--- src/rtl/fdcst_cfg.svh ---
// Register select codes, status bit positions, reset values and timing counts.
// Assumes a 250 MHz system clock and an 8-bit host bus with two select lines.
`ifndef FDCST_CFG_SVH
`define FDCST_CFG_SVH

`define FDCST_SEL_STATUS 2'h0
`define FDCST_SEL_DATA 2'h3

`define FDCST_BIT_NOT_READY 7
`define FDCST_BIT_WPROT 6
`define FDCST_BIT_RECTYPE 5
`define FDCST_BIT_RNF 4
`define FDCST_BIT_CRC 3
`define FDCST_BIT_LOST 2
`define FDCST_BIT_DRQ 1
`define FDCST_BIT_BUSY 0

`define FDCST_BYTE_RST 8'h00

`define FDCST_CLK_MHZ 250
// Service deadlines in tenths of a microsecond: 23.5 us and 47.5 us.
`define FDCST_SVC_MFM_US10 235
`define FDCST_SVC_FM_US10 475
`define FDCST_SVC_MFM_CYC ((`FDCST_SVC_MFM_US10 * `FDCST_CLK_MHZ) / 10)
`define FDCST_SVC_FM_CYC ((`FDCST_SVC_FM_US10 * `FDCST_CLK_MHZ) / 10)

`endif

--- src/rtl/fdcst_pkg.sv ---
// Types shared by the command status block.
// Assumes the constants header is included by the files that need numbers.
package fdcst_pkg;

  typedef enum logic [0:0] {PH_IDLE, PH_RUN} fdcst_phase_t;

  typedef enum logic [2:0]
  {
    CMD_OTHER,
    CMD_READ_SECTOR,
    CMD_WRITE_SECTOR,
    CMD_READ_ADDR,
    CMD_READ_TRACK,
    CMD_WRITE_TRACK
  } fdcst_cmd_t;

endpackage

--- src/rtl/fdcst_strobe_if.sv ---
// Carries decoded host strobe events from the strobe detector to the core.
// Assumes every signal is a one-cycle pulse or a value valid with it.
`timescale 1ns/1ps
interface fdcst_strobe_if;
  logic statusRead;
  logic dataRead;
  logic cmdWriteLead;
  logic dataWriteLead;
  logic cmdWriteTrail;
  logic dataWriteTrail;
  logic [7:0] wrData;

  modport detect
  (
    output statusRead, dataRead, cmdWriteLead, dataWriteLead,
    output cmdWriteTrail, dataWriteTrail, wrData
  );
  modport core
  (
    input statusRead, dataRead, cmdWriteLead, dataWriteLead,
    input cmdWriteTrail, dataWriteTrail, wrData
  );
endinterface

--- src/rtl/fdcst_status_core.sv ---
// Command status register, byte transfer request and command-done interrupt
// for the read and write commands of a floppy disk controller.
// Assumes a sequencer beside it reports disk events as one-cycle pulses and
// that host pins are synchronous to sys_clk.
`timescale 1ns/1ps
`include "fdcst_cfg.svh"

// Overview of operation
// - Bit 7 reads 1 while the drive is not ready or chip clear is held, else 0.
// - A read or write command written while the drive is not ready is refused.
// - Bit 6 shows write protect during writes and is cleared at command start.
// - Bit 5 holds the data mark type on reads and is forced to 0 on writes.
// - Bit 4 is set when the track, sector or side is not found; cleared at start.
// - Bit 3 flags a CRC mismatch, in an ID field when bit 4 is also set; cleared at start.
// - Bit 2 is set when a transfer request is not serviced within one byte time.
// - Bit 1 mirrors the transfer request, set when the data register needs service.
// - Bit 0 is 1 while a command runs and 0 otherwise.
// - Lost data and transfer request bits are cleared when status is updated.
// - Request and interrupt clear on the trailing read edge and leading write edge.
// - The interrupt rises at every command end and drops on status read or command write.
// - Register and direction are decoded from the selects while chip select is low.
module fdcst_status_core
#(
  parameter int SVC_MFM_CYC = `FDCST_SVC_MFM_CYC,
  parameter int SVC_FM_CYC = `FDCST_SVC_FM_CYC
)
(
  input wire logic sys_clk,
  input wire logic sys_rst,
  input wire logic chipSelectN,
  input wire logic readWriteSel,
  input wire logic registerSelectLow,
  input wire logic registerSelectHigh,
  input wire logic outputEnablePulseN,
  input wire logic writeEnablePulseN,
  input wire logic [7:0] dataIn,
  output logic [7:0] dataOut,
  output logic dataOe,
  input wire logic driveReady,
  input wire logic chipClearInN,
  input wire logic writeProtect,
  input wire logic doubleDensity,
  input wire logic recordMissing,
  input wire logic crcMismatch,
  input wire logic markSeen,
  input wire logic markDeleted,
  input wire logic byteAssembled,
  input wire logic [7:0] assembledByte,
  input wire logic byteNeeded,
  input wire logic cmdFinished,
  output logic cmdStart,
  output logic [7:0] cmdCode,
  output logic [7:0] writeByte,
  output logic byteTransferRequest,
  output logic commandDoneIrq
);
  typedef struct packed {
    fdcst_pkg::fdcst_phase_t phase;
    fdcst_pkg::fdcst_cmd_t cmd;
    logic notReady;
    logic wprot;
    logic recType;
    logic record_missing_flag;
    logic crc;
    logic lost;
    logic byte_transfer_request;
    logic irq;
    logic [7:0] dataHoldingReg;
    logic [7:0] cmdCode;
    logic cmdStart;
    logic [7:0] dataOut;
    logic dataOe;
  } fdcst_core_t;

  fdcst_core_t st_r;
  fdcst_core_t st_nxt;
  fdcst_pkg::fdcst_cmd_t newCmd;
  logic isWrite;
  logic running;
  logic accept;
  logic drqSet;
  logic drqClr;
  logic irqSet;
  logic irqClr;
  logic lostExpired;
  logic lostSet;
  logic [1:0] regSel;
  logic [7:0] statusByte;

  fdcst_strobe_if ev ();

  // The timer below is built 16 bits wide, so longer deadlines cannot be counted.
  if (SVC_MFM_CYC < 2 || SVC_FM_CYC < 2 || SVC_MFM_CYC > 65535 || SVC_FM_CYC > 65535)
  begin : g_badSvc
    $error("Service deadlines must lie between 2 and 65535 cycles.");
  end

  fdcst_strobe_detect u_detect
  (
    .sys_clk(sys_clk),
    .sys_rst(sys_rst),
    .chipSelectN(chipSelectN),
    .readWriteSel(readWriteSel),
    .registerSelectLow(registerSelectLow),
    .registerSelectHigh(registerSelectHigh),
    .outputEnablePulseN(outputEnablePulseN),
    .writeEnablePulseN(writeEnablePulseN),
    .dataIn(dataIn),
    .ev(ev)
  );

  // The deadline is measured on the request itself; the host side keeps it.
  fdcst_lost_timer #(
    .MFM_CYC(SVC_MFM_CYC),
    .FM_CYC(SVC_FM_CYC),
    .CW(16)
  ) u_timer
  (
    .sys_clk(sys_clk),
    .sys_rst(sys_rst),
    .requestActive(st_r.byte_transfer_request),
    .restart(drqSet),
    .doubleDensity(doubleDensity),
    .expired(lostExpired)
  );

  function automatic fdcst_pkg::fdcst_cmd_t decodeCmd(input logic [7:0] code);
    fdcst_pkg::fdcst_cmd_t c;
    c = fdcst_pkg::CMD_OTHER;
    unique casez (code[7:4])
      4'b100?: c = fdcst_pkg::CMD_READ_SECTOR;
      4'b101?: c = fdcst_pkg::CMD_WRITE_SECTOR;
      4'hc: c = fdcst_pkg::CMD_READ_ADDR;
      4'he: c = fdcst_pkg::CMD_READ_TRACK;
      4'hf: c = fdcst_pkg::CMD_WRITE_TRACK;
      default: c = fdcst_pkg::CMD_OTHER;
    endcase
    return c;
  endfunction

  always_comb
  begin
    st_nxt = st_r;
    newCmd = decodeCmd(ev.wrData);
    isWrite = st_r.cmd == fdcst_pkg::CMD_WRITE_SECTOR
      || st_r.cmd == fdcst_pkg::CMD_WRITE_TRACK;
    running = st_r.phase == fdcst_pkg::PH_RUN;
    regSel = {registerSelectHigh, registerSelectLow};
    // On reads, a new byte while the last is unserviced also counts as lost data.
    lostSet = running && (lostExpired || (st_r.byte_transfer_request && byteAssembled && !isWrite));
    // Only read and write commands are served here, and only with the drive ready.
    accept = ev.cmdWriteTrail && !running && newCmd != fdcst_pkg::CMD_OTHER
      && driveReady && chipClearInN;

    st_nxt.notReady = !driveReady || !chipClearInN;
    st_nxt.cmdStart = accept;

    if (accept)
    begin
      st_nxt.phase = fdcst_pkg::PH_RUN;
      st_nxt.cmd = newCmd;
      st_nxt.cmdCode = ev.wrData;
      // Status update at command start wipes stale indications.
      // Clearing here rather than at command end keeps the last errors readable.
      st_nxt.wprot = 1'b0;
      st_nxt.recType = 1'b0;
      st_nxt.record_missing_flag = 1'b0;
      st_nxt.crc = 1'b0;
      st_nxt.lost = 1'b0;
    end
    else if (running)
    begin
      if (isWrite)
      begin
        st_nxt.wprot = writeProtect;
        st_nxt.recType = 1'b0;
      end
      else if (markSeen)
      begin
        st_nxt.recType = markDeleted;
      end
      if (recordMissing)
      begin
        st_nxt.record_missing_flag = 1'b1;
      end
      if (crcMismatch)
      begin
        st_nxt.crc = 1'b1;
      end
      if (lostSet)
      begin
        st_nxt.lost = 1'b1;
      end
      if (cmdFinished)
      begin
        st_nxt.phase = fdcst_pkg::PH_IDLE;
      end
    end

    drqSet = running && !cmdFinished
      && (isWrite ? byteNeeded : byteAssembled);
    drqClr = accept || ev.dataRead || ev.dataWriteLead;
    // Setting wins over a clear arriving in the same cycle.
    if (drqSet)
    begin
      st_nxt.byte_transfer_request = 1'b1;
    end
    else if (drqClr || (running && cmdFinished))
    begin
      st_nxt.byte_transfer_request = 1'b0;
    end

    if (running && !isWrite && byteAssembled)
    begin
      st_nxt.dataHoldingReg = assembledByte;
    end
    else if (ev.dataWriteTrail)
    begin
      st_nxt.dataHoldingReg = ev.wrData;
    end

    irqSet = running && cmdFinished;
    irqClr = ev.statusRead || ev.cmdWriteLead;
    if (irqSet)
    begin
      st_nxt.irq = 1'b1;
    end
    else if (irqClr)
    begin
      st_nxt.irq = 1'b0;
    end

    statusByte = `FDCST_BYTE_RST;
    // One registered copy of the pins, so a changing ready line shows one value per clock.
    statusByte[`FDCST_BIT_NOT_READY] = st_r.notReady;
    statusByte[`FDCST_BIT_WPROT] = st_r.wprot;
    statusByte[`FDCST_BIT_RECTYPE] = st_r.recType;
    statusByte[`FDCST_BIT_RNF] = st_r.record_missing_flag;
    statusByte[`FDCST_BIT_CRC] = st_r.crc;
    statusByte[`FDCST_BIT_LOST] = st_r.lost;
    statusByte[`FDCST_BIT_DRQ] = st_r.byte_transfer_request;
    statusByte[`FDCST_BIT_BUSY] = running;

    // The bus is driven only while selected for a read; other registers read zero.
    st_nxt.dataOe = !chipSelectN && readWriteSel && !outputEnablePulseN;
    // Registering the read data keeps decode glitches of the selects off the bus.
    unique case (regSel)
      `FDCST_SEL_STATUS: st_nxt.dataOut = statusByte;
      `FDCST_SEL_DATA: st_nxt.dataOut = st_r.dataHoldingReg;
      default: st_nxt.dataOut = `FDCST_BYTE_RST;
    endcase
  end

  always_ff @(posedge sys_clk or posedge sys_rst)
  begin
    if (sys_rst)
    begin
      st_r <= '{phase: fdcst_pkg::PH_IDLE, cmd: fdcst_pkg::CMD_OTHER, notReady: 1'b1,
        default: '0};
    end
    else
    begin
      st_r <= st_nxt;
    end
  end

  assign dataOut = st_r.dataOut;
  assign dataOe = st_r.dataOe;
  assign cmdStart = st_r.cmdStart;
  assign cmdCode = st_r.cmdCode;
  assign writeByte = st_r.dataHoldingReg;
  assign byteTransferRequest = st_r.byte_transfer_request;
  assign commandDoneIrq = st_r.irq;
endmodule

--- src/rtl/fdcst_strobe_detect.sv ---
// Turns the host select, direction and strobe pins into decoded event pulses.
// Assumes the host pins are synchronous to sys_clk and strobes last two clocks or more.
`timescale 1ns/1ps
`include "fdcst_cfg.svh"
module fdcst_strobe_detect
(
  input wire logic sys_clk,
  input wire logic sys_rst,
  input wire logic chipSelectN,
  input wire logic readWriteSel,
  input wire logic registerSelectLow,
  input wire logic registerSelectHigh,
  input wire logic outputEnablePulseN,
  input wire logic writeEnablePulseN,
  input wire logic [7:0] dataIn,
  fdcst_strobe_if.detect ev
);
  typedef struct packed {
    logic reN;
    logic weN;
    logic selOk;
    logic rdDir;
    logic [1:0] sel;
    logic statusRead;
    logic dataRead;
    logic cmdWriteLead;
    logic dataWriteLead;
    logic cmdWriteTrail;
    logic dataWriteTrail;
    logic [7:0] wrData;
  } fdcst_det_t;

  fdcst_det_t st_r;
  fdcst_det_t st_nxt;
  logic readTrail;
  logic writeLead;
  logic writeTrail;

  always_comb
  begin
    st_nxt = st_r;
    // On trailing edges selection is taken from the cycle before the edge, so it still holds at the edge.
    readTrail = !st_r.reN && outputEnablePulseN && st_r.selOk && st_r.rdDir;
    writeLead = st_r.weN && !writeEnablePulseN && !chipSelectN && !readWriteSel;
    writeTrail = !st_r.weN && writeEnablePulseN && st_r.selOk && !st_r.rdDir;
    st_nxt.reN = outputEnablePulseN;
    st_nxt.weN = writeEnablePulseN;
    st_nxt.selOk = !chipSelectN;
    st_nxt.rdDir = readWriteSel;
    st_nxt.sel = {registerSelectHigh, registerSelectLow};
    if (!writeEnablePulseN)
    begin
      st_nxt.wrData = dataIn;
    end
    st_nxt.statusRead = readTrail && st_r.sel == `FDCST_SEL_STATUS;
    st_nxt.dataRead = readTrail && st_r.sel == `FDCST_SEL_DATA;
    st_nxt.cmdWriteLead = writeLead
      && {registerSelectHigh, registerSelectLow} == `FDCST_SEL_STATUS;
    st_nxt.dataWriteLead = writeLead
      && {registerSelectHigh, registerSelectLow} == `FDCST_SEL_DATA;
    st_nxt.cmdWriteTrail = writeTrail && st_r.sel == `FDCST_SEL_STATUS;
    st_nxt.dataWriteTrail = writeTrail && st_r.sel == `FDCST_SEL_DATA;
  end

  always_ff @(posedge sys_clk or posedge sys_rst)
  begin
    if (sys_rst)
    begin
      st_r <= '{reN: 1'b1, weN: 1'b1, default: '0};
    end
    else
    begin
      st_r <= st_nxt;
    end
  end

  assign ev.statusRead = st_r.statusRead;
  assign ev.dataRead = st_r.dataRead;
  assign ev.cmdWriteLead = st_r.cmdWriteLead;
  assign ev.dataWriteLead = st_r.dataWriteLead;
  assign ev.cmdWriteTrail = st_r.cmdWriteTrail;
  assign ev.dataWriteTrail = st_r.dataWriteTrail;
  assign ev.wrData = st_r.wrData;
endmodule

--- src/rtl/fdcst_lost_timer.sv ---
// Measures how long a byte transfer request stays unserviced.
// Assumes the request input is a level and restart pulses on every new request.
`timescale 1ns/1ps
module fdcst_lost_timer
#(
  parameter int MFM_CYC = 5875,
  parameter int FM_CYC = 11875,
  parameter int CW = 14
)
(
  input wire logic sys_clk,
  input wire logic sys_rst,
  input wire logic requestActive,
  input wire logic restart,
  input wire logic doubleDensity,
  output logic expired
);
  typedef struct packed {
    logic [CW-1:0] cnt;
    logic fired;
  } fdcst_tmr_t;

  fdcst_tmr_t st_r;
  fdcst_tmr_t st_nxt;
  logic [CW-1:0] limit;

  if (MFM_CYC < 2 || FM_CYC < 2 || FM_CYC >= (1 << CW) || MFM_CYC >= (1 << CW))
  begin : g_bad
    $error("Service counts must be at least 2 and fit the counter width.");
  end

  always_comb
  begin
    st_nxt = st_r;
    limit = doubleDensity ? CW'(MFM_CYC - 1) : CW'(FM_CYC - 1);
    if (!requestActive || restart)
    begin
      st_nxt.cnt = '0;
      st_nxt.fired = 1'b0;
    end
    else if (!st_r.fired)
    begin
      if (st_r.cnt == limit)
      begin
        st_nxt.fired = 1'b1;
      end
      else
      begin
        st_nxt.cnt = st_r.cnt + 1'b1;
      end
    end
  end

  always_ff @(posedge sys_clk or posedge sys_rst)
  begin
    if (sys_rst)
    begin
      st_r <= '0;
    end
    else
    begin
      st_r <= st_nxt;
    end
  end

  // Restart is left out on purpose: it would close a loop through the request logic,
  // and a new request in the expiry cycle means the old byte was missed anyway.
  assign expired = !st_r.fired && requestActive && st_r.cnt == limit;
endmodule

--- config.mk ---
export PLATFORM = sky130hd
export DESIGN_NAME = fdcst_status_core
export DESIGN_NICKNAME = d
export VERILOG_FILES = /design/src/rtl/fdcst_pkg.sv /design/src/rtl/fdcst_strobe_if.sv /design/src/rtl/fdcst_status_core.sv /design/src/rtl/fdcst_strobe_detect.sv /design/src/rtl/fdcst_lost_timer.sv
export VERILOG_INCLUDE_DIRS = /design/src /design/src/rtl
export SDC_FILE = /design/constraint.sdc
export NUM_CORES = 1
export LEC_CHECK = 0
export BUFFER_PORTS_ARGS = -buffer_cell sky130_fd_sc_hd__buf_2
export CAP_MARGIN = 20
export CORE_MARGIN = 8
export CORE_UTILIZATION = 50
export CTS_CLUSTER_DIAMETER = 150
export DETAILED_ROUTE_END_ITERATION = 10
export GPL_TIMING_DRIVEN = 0
export PLACE_DENSITY = 0.81
export RECOVER_POWER = 100
export SYNTH_ARGS = -nofsm -noshare
export SYNTH_HDL_FRONTEND = slang
export SYNTH_SLANG_ARGS = --single-unit
--- constraint.sdc ---
create_clock -name sys_clk -period 2.1 [get_ports sys_clk]
set_input_delay 0.105 -clock sys_clk [delete_from_list [all_inputs] [get_ports sys_clk]]
set_output_delay 0.105 -clock sys_clk [all_outputs]
set_load 0.02 [all_outputs]
==> out/metrics.yaml <==
cts:
  clk_path_buf_depth: 2
  cts_tree: "yes"
  cts.sinks: 75
  post_cts_buffers: 0
  cts_max_level: 3
  clock_latency_ns: 0.36
  path_clk_slew_ns: 0.09
  root_buffer: "clkbuf_8"
  numCtsBuffers: 9
global_routing:
  grt_antenna_before_repair: 0
  grt_pass1_vias: 2725
  grt_max_degree: 47
  grt_pass1_wl_um: 13000
  grt.overflow.total: 0
  grtUsageTotal_pct: 16.5
logic_synthesis:
  synthCells: 309
  synth_area_um2: 3450
  synth-edff-count: 0
  synthArstFlopShare_pct: 100
  synthDistinctLibCells: 52
  yosysTopAreaCell: "dfrtp_1"
  ys_seq_area_share_pct: 54.5
  synth_ff_type: "dfrtp_1"
  synth_top_area_share_pct: 52.2
  ys_seq_elements: 75
  yosys-top-cells-area: "dfrtp_1 (52%), buf_4 (5.7%), mux2_2 (4.6%)"
  yosysWarnings: 0
  synth_fp_nets: 348
  syn_avg_cell_area_um2: 11.2
sta:
  setup_viol: 0
  fin_skew_ns: 0.0121
  relSlewSlack_pct: 19.2
  finalHoldViolCount: 0
  fin_crit_sh_pct: 93.8
  final.min_clock_period_ns: 1.97
  clock.fmax_mhz: 508
  worst_slew_pin_slew_ns: 1.21
  finalMaxSlewViolations: 0
place:
  dp.cells: 452
  dp_hpwl_um: 5460
  place_area_um2: 3890
  gp_congestion: 0.808
  port_buffers: 62
setup_path:
  worstPathMaxFanout: 10
  ff2ff_path_depth: 4
  cp.required_ns: 2.35
  reg2reg_from: "u_detect.ev.wrData[7]"
  r2r_end: "cmdCode[1]"
  worst_setup_path_end_kind: "flip-flop"
  ff2ff_setup_slack_ns: 0.13
  endpoint: "cmdCode[1]"
  worstSetupPathType: "reg2reg"
  cp.arrival_ns: 2.22
  startpoint_type: "flip-flop"
  cp-startpoint: "u_detect.ev.wrData[7]"
layout:
  fillers: 552
  num_antenna_cells: 0
  instances_no_fill: 493
  layout.nets: 447
  syn2layout_area_growth_pct: 24.1
  design_area_um2: 4280
  layout-drive-gt1-share_pct: 24.7
hold_path:
  hold_class: "in2reg"
outcome:
  outcome: "completed"
detailed_routing:
  ant_nets: 0
  vias_per_cell: 5.28
  vias: 2602
  wire_per_inst_um: 15.5
  drtIter0Drc: 178
  wirelength_um: 7650
  drc: 0
  first_pass_iters: 4
floorplanning:
  dieArea_um2: 9820
  die_w_um: 99.1
  num_rows: 30
  die_h_um: 99.1
  initial_utilization_pct: 51.1
  coreArea_um2: 6760
  top_level_ports: 63
power_and_ir_drop:
  p_leak_nw: 1.93
  vdd_ir_drop_max_v: 0.000687
  power-per-cell-area_nw_per_um2: 752
flow_run:
  cap_violations: 0
registers in the layout (all words and copies together), names as in the netlist:
| signal | cells |
|---|---|
| cmdCode | 8 |
| u_detect.ev.dataRead | 1 |
| u_detect.ev.statusRead | 1 |
| cmdStart | 1 |
| writeByte | 8 |
| u_timer.st_r | 17 |
| running | 1 |
| u_detect.ev.dataWriteLead | 1 |
| u_detect.ev.wrData | 8 |
| byteTransferRequest | 1 |
| dataOut | 8 |
| u_detect.st_r | 6 |
| commandDoneIrq | 1 |
| u_detect.ev.cmdWriteLead | 1 |
| st_r | 9 |
| u_detect.ev.cmdWriteTrail | 1 |
| u_detect.ev.dataWriteTrail | 1 |
| dataOe | 1 |
where the power goes:
group / switching [mW] / leakage, nW / internal, mW
Combinational: 0.293 / 0.877 / 0.258
Sequential: 0.101 / 0.969 / 1.55
Clock: 0.577 / 0.0829 / 0.442
cells in the mapped netlist (all sizes together) (3+ instances only):
cell	n
nor2	37
clkbuf	5
or4	3
xnor2	5
a22oi	8
dfrtp	72
a21oi	18
nand2	11
buf	34
nor3	5
nand4	9
nand2b	3
inv	10
dfstp	3
nand3	7
a211oi	3
ha	4
o31ai	4
xor2	5
nand4b	5
mux2	14
mux2i	12
metrics by stage:
stage	hold slack (ns)	util (%)	power, mW	setup TNS, ns	worst slack [ns]
2_1_floorplan	0.109	-	2.02	0	0.0900
3_3_place_gp	0.219	57.2	2.19	-56.03	-0.779
3_5_place_dp	0.135	57.6	2.22	0	0.100
4_1_cts	0.000695	64.0	3.27	0	0.0963
5_1_grt	0.0211	63.4	3.38	-0.0180	-0.0131
6_report	0.0118	63.4	3.22	0	0.130
routing by layer:
metal	track usage, %	vias to the layer above	share of wire [%]	wire length, µm
met3	6.56	20	6.9	525
met4	8.15	0	2.8	218
met2	25.6	75	48	3630
met1	19.6	1249	43	3270
met5	0	-	0	0
li1	-	1258	-	-
cell usage in the layout (no fill, tap or decap), drive strengths merged, types with 7 or more instances in the layout:
master and n:
dlygate4sd3 25, inv 13, nand3 7, a21oi 18, nand4 9, mux2 14
clkbuf 49, buf 62, nand2 11, mux2i 12, dfrtp 72, a22oi 8
nor2 37
timing repair:
action,CTS,global route
hold buffers,25,0
resized for setup,0,1
endpoints found under the setup margin,0,10
hold endpoints to repair,53,0
final cells by class:
| type | instances | area (µm²) | share of cell area [%] |
|---|---|---|---|
| Timing Repair Buffer | 88 | 546 | 12.7 |
| Tap cell | 80 | 100 | 2.34 |
| Buffer | 39 | 253 | 5.90 |
| Multi-Input combinational cell | 185 | 1290 | 30.0 |
| Sequential cell | 75 | 1880 | 43.9 |
| Inverter | 10 | 37.5 | 0.876 |
| Clock buffer | 9 | 124 | 2.89 |
| Clock inverter | 7 | 57.6 | 1.34 |
worst min-delay path by stage:
stage                                    to               from  cells past startpoint  slack [ns]
after global routing               st_r[32]       writeProtect                      3        0.02
after CTS                      writeByte[2]   assembledByte[2]                      3      0.0007
final                          writeByte[2]   assembledByte[2]                      3        0.01
after floorplan           u_detect.st_r[18]  writeEnablePulseN                      0        0.11
after detailed placement         dataOut[2]            sys_rst                      2        0.13
after global placement    u_detect.st_r[18]  writeEnablePulseN                      1        0.22
cell families after synthesis:
family          count (synthesis)  share of synthesized area [%]
compound gates                 44                           8.48
xor+xnor                       10                           2.54
fa+ha+maj                       4                           1.45
buf+inv                        49                           8.41
flops                          75                           54.5
mux                            26                           8.05
simple gates                  101                           16.6
critical path, stage by stage, from the launching register on:
cell and delay [ns]:
dfrtp_1 0.39, nand4_1 0.20, nor3_2 0.55, buf_2 0.35, mux2_2 0.37
(Power assumes the default switching activity.)
